$ cat src/logic/dram_cfg_pkg.sv
// Constants, tables and carrier types for the latency and burst configuration block
package dram_cfg_pkg;

   // Mode register address and field layout
   localparam logic [5:0] LATENCY_REG_ADDR  = 6'h02;
   localparam int         LEVEL_BIT         = 7;
   localparam int         SET_SEL_BIT       = 6;
   localparam int         WL_MSB            = 5;
   localparam int         WL_LSB            = 3;
   localparam int         RL_MSB            = 2;
   localparam int         RL_LSB            = 0;
   localparam logic [7:0] LATENCY_REG_RESET = 8'h00;
   localparam logic [7:0] UNMAPPED_READ     = 8'h00;

   // Burst geometry, beats counted from zero
   localparam logic [4:0] LAST_BEAT_BL16 = 5'h0f;
   localparam logic [4:0] LAST_BEAT_BL32 = 5'h1f;

   typedef logic [7:0] cyc_t;

   // Extra read-to-precharge clocks for 32-beat bursts
   localparam cyc_t BL32_RTP_EXTRA = 8'h08;

   // Latency tables indexed by the 3-bit field code
   localparam cyc_t RL_PLAIN [8] = '{8'h06, 8'h0a, 8'h0e, 8'h14, 8'h18, 8'h1c, 8'h20, 8'h24};
   localparam cyc_t RL_INV   [8] = '{8'h06, 8'h0c, 8'h10, 8'h16, 8'h1c, 8'h20, 8'h24, 8'h28};
   localparam cyc_t WL_SET_A [8] = '{8'h04, 8'h06, 8'h08, 8'h0a, 8'h0c, 8'h0e, 8'h10, 8'h12};
   localparam cyc_t WL_SET_B [8] = '{8'h04, 8'h08, 8'h0c, 8'h12, 8'h16, 8'h1a, 8'h1e, 8'h22};
   localparam cyc_t RTP_TAB  [8] = '{8'h08, 8'h08, 8'h08, 8'h08, 8'h0a, 8'h0c, 8'h0e, 8'h10};
   localparam cyc_t WR_TAB   [8] = '{8'h06, 8'h0a, 8'h10, 8'h14, 8'h18, 8'h1e, 8'h22, 8'h28};

   // Mode-register command from the controller
   typedef struct packed {
      logic       wr_en;
      logic       rd_en;
      logic [5:0] addr;
      logic [7:0] data;
   } mode_cmd_t;

   // Column command; column bits 9..2 only, the two lowest never travel
   typedef struct packed {
      logic       rd;
      logic       wr;
      logic       other;
      logic       burst32;
      logic       auto_precharge;
      logic [7:0] col_hi;
   } col_cmd_t;

   // Timing presently in force
   typedef struct packed {
      cyc_t read_latency;
      cyc_t write_latency;
      cyc_t read_to_precharge_cycles;
      cyc_t write_recovery_cycles;
   } timing_t;

   typedef enum logic [1:0] {
      ST_IDLE    = 2'b00,
      ST_LATENCY = 2'b01,
      ST_BEATS   = 2'b11,
      ST_RECOVER = 2'b10
   } burst_state_t;

endpackage

$ cat src/logic/dram_latency_burst_config.sv
// Latency mode register with two set points, burst beat ordering and auto-precharge timing
// Summary of operation
// - The two lowest column bits are zero and never carried on the bus.
// - Write beats run sequentially from zero to 0xf or 0x1f, never wrapping.
// - Without inversion, read latency codes give 6,10,14,20,24,28,32,36; default zero.
// - With inversion, read latency codes give 6,12,16,22,28,32,36,40.
// - Read-to-precharge is 8 for codes 0-3, then 10,12,14,16.
// - Set A write latency codes give 4 to 18 in steps of two.
// - Set B write latency codes give 4,8,12,18,22,26,30,34.
// - Bit 6 picks write latency set; bits 5:3 write, 2:0 read latency.
// - Leveling bit set by mode write holds until a mode write clears it.
// - Mode writes and reads reach only the copy the write select picks.
// - Operation uses only the copy the operate select picks.
// - 32-beat reads add eight clocks before automatic precharge.
// - Write auto-precharge starts after the write recovery count elapses.
// - Read inversion enable chooses which read latency column applies.
`timescale 1ns/1ps
module dram_latency_burst_config
   import dram_cfg_pkg::*;
(
   // Clock and reset
   input  wire logic         core_clk,
   input  wire logic         reset_n,
   // Commands from the controller
   input  wire mode_cmd_t    mode_cmd,
   input  wire col_cmd_t     col_cmd,
   // Bits held in other mode registers
   input  wire logic         setpoint_write_select,
   input  wire logic         setpoint_operate_select,
   input  wire logic         read_inversion_enable,
   input  wire logic [2:0]   write_recovery_code,
   // Mode read answer
   output logic [7:0]        mode_rdata_q,
   output logic              mode_rvalid_q,
   // Status and timing in force
   output timing_t           timing_q,
   output logic              leveling_active_q,
   output logic              align_error_q,
   // Burst engine outputs
   output logic              write_beat_valid_q,
   output logic [4:0]        write_beat_addr_q,
   output logic              precharge_start_q
);

   logic [7:0]   setpoint_q [2];
   logic [7:0]   active_reg;
   logic [2:0]   rl_code;
   logic [2:0]   wl_code;
   burst_state_t state_q;
   cyc_t         cnt_q;
   logic [4:0]   last_beat_q;
   logic         ap_q;
   logic         mrw_hit;
   logic         cmd_open;

   assign mrw_hit  = mode_cmd.wr_en && (mode_cmd.addr == LATENCY_REG_ADDR);
   // Leveling shuts out everything but mode writes
   assign cmd_open = !leveling_active_q;

   // Set-point copies, reached through the write select only
   always_ff @(posedge core_clk) begin
      if (!reset_n) begin
         setpoint_q[0] <= LATENCY_REG_RESET;
         setpoint_q[1] <= LATENCY_REG_RESET;
      end else if (mrw_hit) begin
         setpoint_q[setpoint_write_select] <= mode_cmd.data;
      end
   end

   // Leveling state follows the leveling bit of each mode write to the latency register
   always_ff @(posedge core_clk) begin
      if (!reset_n) begin
         leveling_active_q <= 1'b0;
      end else if (mrw_hit) begin
         leveling_active_q <= mode_cmd.data[LEVEL_BIT];
      end
   end

   // Mode read answer one cycle after the request
   always_ff @(posedge core_clk) begin
      if (!reset_n) begin
         mode_rdata_q  <= UNMAPPED_READ;
         mode_rvalid_q <= 1'b0;
      end else begin
         mode_rvalid_q <= mode_cmd.rd_en && cmd_open;
         if (mode_cmd.rd_en && cmd_open) begin
            mode_rdata_q <= (mode_cmd.addr == LATENCY_REG_ADDR) ?
                            setpoint_q[setpoint_write_select] : UNMAPPED_READ;
         end
      end
   end

   assign active_reg = setpoint_q[setpoint_operate_select];
   assign rl_code    = active_reg[RL_MSB:RL_LSB];
   assign wl_code    = active_reg[WL_MSB:WL_LSB];

   // Timing lookup, registered so it leaves straight from flops
   always_ff @(posedge core_clk) begin
      if (!reset_n) begin
         timing_q <= '{RL_PLAIN[0], WL_SET_A[0], RTP_TAB[0], WR_TAB[0]};
      end else begin
         timing_q.read_latency <= read_inversion_enable ? RL_INV[rl_code] : RL_PLAIN[rl_code];
         timing_q.write_latency <= active_reg[SET_SEL_BIT] ? WL_SET_B[wl_code] : WL_SET_A[wl_code];
         timing_q.read_to_precharge_cycles <= RTP_TAB[rl_code];
         timing_q.write_recovery_cycles    <= WR_TAB[write_recovery_code];
      end
   end

   // Flags writes whose start address the controller failed to align
   always_ff @(posedge core_clk) begin
      if (!reset_n) begin
         align_error_q <= 1'b0;
      end else begin
         align_error_q <= col_cmd.wr && cmd_open && (state_q == ST_IDLE) &&
                          ((col_cmd.col_hi[1:0] != 2'b00) ||
                           (col_cmd.burst32 && col_cmd.col_hi[2]));
      end
   end

   // Burst engine; commands arriving while busy are dropped, the controller spaces them
   always_ff @(posedge core_clk) begin
      if (!reset_n) begin
         state_q            <= ST_IDLE;
         cnt_q              <= '0;
         last_beat_q        <= LAST_BEAT_BL16;
         ap_q               <= 1'b0;
         write_beat_valid_q <= 1'b0;
         write_beat_addr_q  <= '0;
         precharge_start_q  <= 1'b0;
      end else begin
         write_beat_valid_q <= 1'b0;
         precharge_start_q  <= 1'b0;
         unique case (state_q)
            ST_IDLE: begin
               if (cmd_open && col_cmd.wr) begin
                  state_q     <= ST_LATENCY;
                  cnt_q       <= timing_q.write_latency - 8'h01;
                  last_beat_q <= col_cmd.burst32 ? LAST_BEAT_BL32 : LAST_BEAT_BL16;
                  ap_q        <= col_cmd.auto_precharge;
               end else if (cmd_open && col_cmd.rd && col_cmd.auto_precharge) begin
                  state_q <= ST_RECOVER;
                  cnt_q   <= timing_q.read_to_precharge_cycles - 8'h01 +
                             (col_cmd.burst32 ? BL32_RTP_EXTRA : 8'h00);
               end
            end
            ST_LATENCY: begin
               cnt_q <= cnt_q - 8'h01;
               if (cnt_q == 8'h00) begin
                  state_q            <= ST_BEATS;
                  write_beat_valid_q <= 1'b1;
                  write_beat_addr_q  <= 5'h00;
               end
            end
            ST_BEATS: begin
               if (write_beat_addr_q == last_beat_q) begin
                  state_q <= ap_q ? ST_RECOVER : ST_IDLE;
                  cnt_q   <= timing_q.write_recovery_cycles - 8'h01;
               end else begin
                  write_beat_valid_q <= 1'b1;
                  write_beat_addr_q  <= write_beat_addr_q + 5'h01;
               end
            end
            ST_RECOVER: begin
               cnt_q <= cnt_q - 8'h01;
               if (cnt_q == 8'h00) begin
                  state_q           <= ST_IDLE;
                  precharge_start_q <= 1'b1;
               end
            end
         endcase
      end
   end
endmodule // dram_latency_burst_config

$ cat config.mk
export PLATFORM = sky130hd
export DESIGN_NAME = dram_latency_burst_config
export DESIGN_NICKNAME = d
export VERILOG_FILES = /design/src/logic/dram_cfg_pkg.sv /design/src/logic/dram_latency_burst_config.sv
export SDC_FILE = /design/constraint.sdc
export NUM_CORES = 1
export LEC_CHECK = 0
export ABC_CLOCK_PERIOD_IN_PS = 3400
export CORE_ASPECT_RATIO = 0.9
export CORE_UTILIZATION = 33
export DETAILED_ROUTE_END_ITERATION = 10
export DONT_BUFFER_PORTS = 1
export SLEW_MARGIN = 20
export SYNTH_ARGS = -nofsm -noshare
export SYNTH_HDL_FRONTEND = slang
export SYNTH_SLANG_ARGS = --single-unit
$ cat constraint.sdc
create_clock -name core_clk -period 3.4 [get_ports core_clk]
set_clock_uncertainty 0.05 [all_clocks]
set_input_delay 0 -clock core_clk [delete_from_list [all_inputs] [get_ports core_clk]]
set_output_delay 0 -clock core_clk [all_outputs]
set_load 0.05 [all_outputs]
==> impl_metrics.csv <==
group,metric,value,unit
floorplan,die_x,112,um
cells_and_area,insertedDiodeCount,0,
global_route,grt-ovfl-total,0,
run_status,status,"complete, no violations",
cts,cts-htree-levels,3,
worst_setup_path,cp.required,3610,ps
cells_and_area,drive_gt1_frac,0.0793,
hold_path,hp-class,"input port to register",
cells_and_area,fin_cells,545,
cells_and_area,fin_util,0.405,
floorplan,initial_utilization,0.346,
cells_and_area,final_common_cell,"dfxtp_1",
sta,setup_viol,0,
worst_setup_path,path_class,"register to register",
worst_setup_path,startpoint_type,"register",
floorplan,pin_count,87,
power,peakVddDrop,0.000260,V
sta,relSlewSlack,0.421,
global_route,grt_usage,0.152,
run,cap_violations,0,
cells_and_area,final_cell_mix,"dfxtp_1, nand2_1, o21ai_0, dlygate4sd3_1",
power,leakage,1.77,nW
place,placed_cells,502,
sta,hold_viol_final,0,
synthesis,yosys_register_bits,65,
place,preCtsSetupSlack,1060,ps
route,vias,2749,
cts,cts_buffers,9,
cells_and_area,fin_nets,473,
sta,tns,0,ps
floorplan,core_area,10500,um^2
place,port_buffers,0,
worst_setup_path,arrival,2600,ps
route,post_drt_wl_per_cell,15.2,um
global_route,antenna_found_initial,0,
cts,cts.sinks,65,
synthesis,yosysUniqueCellTypes,55,
cells_and_area,fillers,1044,
worst_setup_path,crit_fanout,8,
place,hpwl,5.92,mm
synthesis,syn_inst,385,
floorplan,die_h,101,um
sta,whs,11.2,ps
synthesis,syn_area_per_cell,9.40,um^2
cts,cts_buffer_depth,2,
global_route,grt_max_degree,43,
sta,max_freq,417,MHz
route,drc,0,
global_route,grt_pass1_vias,2645,
worst_setup_path,cp-end-kind,"register",
sta,final.min_clock_period,2400,ps
synthesis,synth_edf_count,16,
synthesis,ys_async_sr_fraction,0,
floorplan,die_area,11400,um^2
synthesis,netlist_area,3620,um^2
synthesis,ys_warn_count,0,
cts,clkTransAtPathRegs,50,ps
sta,worst_slack,1000,ps
cts,clock_latency,310,ps
sta,max_slew.worst_pin.slew,861,ps
route,firstDrtPassIters,4,
global_route,grt_first_pass_wirelength,13.5,mm
power,p_per_area,626,nW/um^2
route,viasPerCell,5.04,
cells_and_area,areaGrowthSynthToFinish,17.2,%
cts,cts_tree,"built",
sta,drv_slew,0,
synthesis,synth_flop_cell,"dfxtp_1",
sta,rsz0062_at_grt,"no",
cts,cts-root-buf,"clkbuf_16",
place,gp_congestion,0.810,
cells_and_area,multi_input_area,1960,um^2
synthesis,ys_seq_area_frac,0.404,
route,drtIter0Drc,161,
floorplan,row_count,35,
sta,fin_crit_sh,0.705,
cells_and_area,register_area,1460,um^2
route,postRouteAntennaNets,0,
route,routed_wl,8.26,mm
power by group:
part | internal [mW] | switching [mW] | leakage (nW)
combinational | 0.311 | 0.459 | 1.09
clock | 0.511 | 0.314 | 0.130
sequential | 0.879 | 0.179 | 0.554
cell type report:
cell class                      instances  area share
Multi-Input combinational cell        281       0.461
Clock inverter                          3     0.00413
Timing Repair Buffer                   30      0.0714
Inverter                               24      0.0212
Tap cell                              129      0.0381
Sequential cell                        65       0.345
Clock buffer                           13      0.0590
registers in the layout, indices dropped and copies added, names as in the netlist, 2 cells and up:
register	count
setpoint_q	16
cnt_q	8
mode_rdata_q	8
write_beat_addr_q	5
state_q	2
timing_q	19
metrics by stage:
step                power (mW)  instance area (um^2)
floorplan                 1.67                  3660
global placement          1.78                  3690
finish                    2.65                  4240
global route              2.80                  4240
CTS                       2.67                  4240
detailed placement        1.80                  3690
cell families (layout without fill, tap and decap cells):
kind of cell	after synthesis	in the layout	synth area share
multiplexers	24	24	0.0681
AO/OA/AOI/OAI	79	79	0.146
buffers and inverters	51	70	0.0678
flip-flops	65	65	0.404
adder cells (fa/ha/maj)	25	25	0.0885
AND/OR/NAND/NOR	125	125	0.188
XOR/XNOR	15	15	0.0363
other	1	13	0.00104
final timing paths:
| path | from | endpoint | cells past startpoint | slack [ps] |
|---|---|---|---|---|
| worst max register to register | setpoint_q[1][1]$_SDFFCE_PN0P_ | timing_q[25]$_SDFF_PN1_ | 7 | 1000 |
| worst max-delay path | setpoint_q[1][1]$_SDFFCE_PN0P_ | timing_q[25]$_SDFF_PN1_ | 7 | 1000 |
| worst min register to register | ap_q$_SDFFE_PN0P_ | ap_q$_SDFFE_PN0P_ | 2 | 430 |
| worst min-delay path | setpoint_operate_select | timing_q[17]$_SDFF_PN0_ | 2 | 10 |
cell usage after synthesis (7+ instances only):
library cell	n	area share
a21oi_1	12	0.017
and2_1	20	0.035
and3_1	7	0.012
buf_4	13	0.027
clkbuf_1	10	0.010
dfxtp_1	49	0.27
edfxtp_1	16	0.13
ha_1	24	0.083
inv_1	24	0.025
mux2i_1	19	0.053
nand2_1	41	0.043
nand3_1	12	0.017
nor2_1	12	0.012
nor3_1	7	0.0097
o211ai_1	9	0.019
o21ai_0	26	0.036
xor2_1	11	0.027
critical path, cell delays in order (launching register included):
cell	delay [ps]
edfxtp_1	390
mux2i_1	600
inv_1	220
ha_1	240
inv_1	60
o21ai_0	70
o21ai_0	150
dlygate4sd3_1	560
what timing repair did:
| action | 4_1_cts | 5_1_grt |
|---|---|---|
| hold endpoints to repair | 67 | 0 |
| hold buffers | 27 | 0 |
| resized for setup | 0 | 0 |
| buffers inserted | 0 | 0 |
layer usage:
| layer | routed length (um) | up-vias | global-route usage |
|---|---|---|---|
| met3 | 478 | 2 | 0.0467 |
| met5 | 0 | - | 0 |
| met1 | 3990 | 1283 | 0.200 |
| met2 | 3750 | 82 | 0.243 |
| met4 | 49 | 0 | 0.0431 |
| li1 | - | 1382 | - |
No activity file was read; power rests on OpenSTA's default activity.
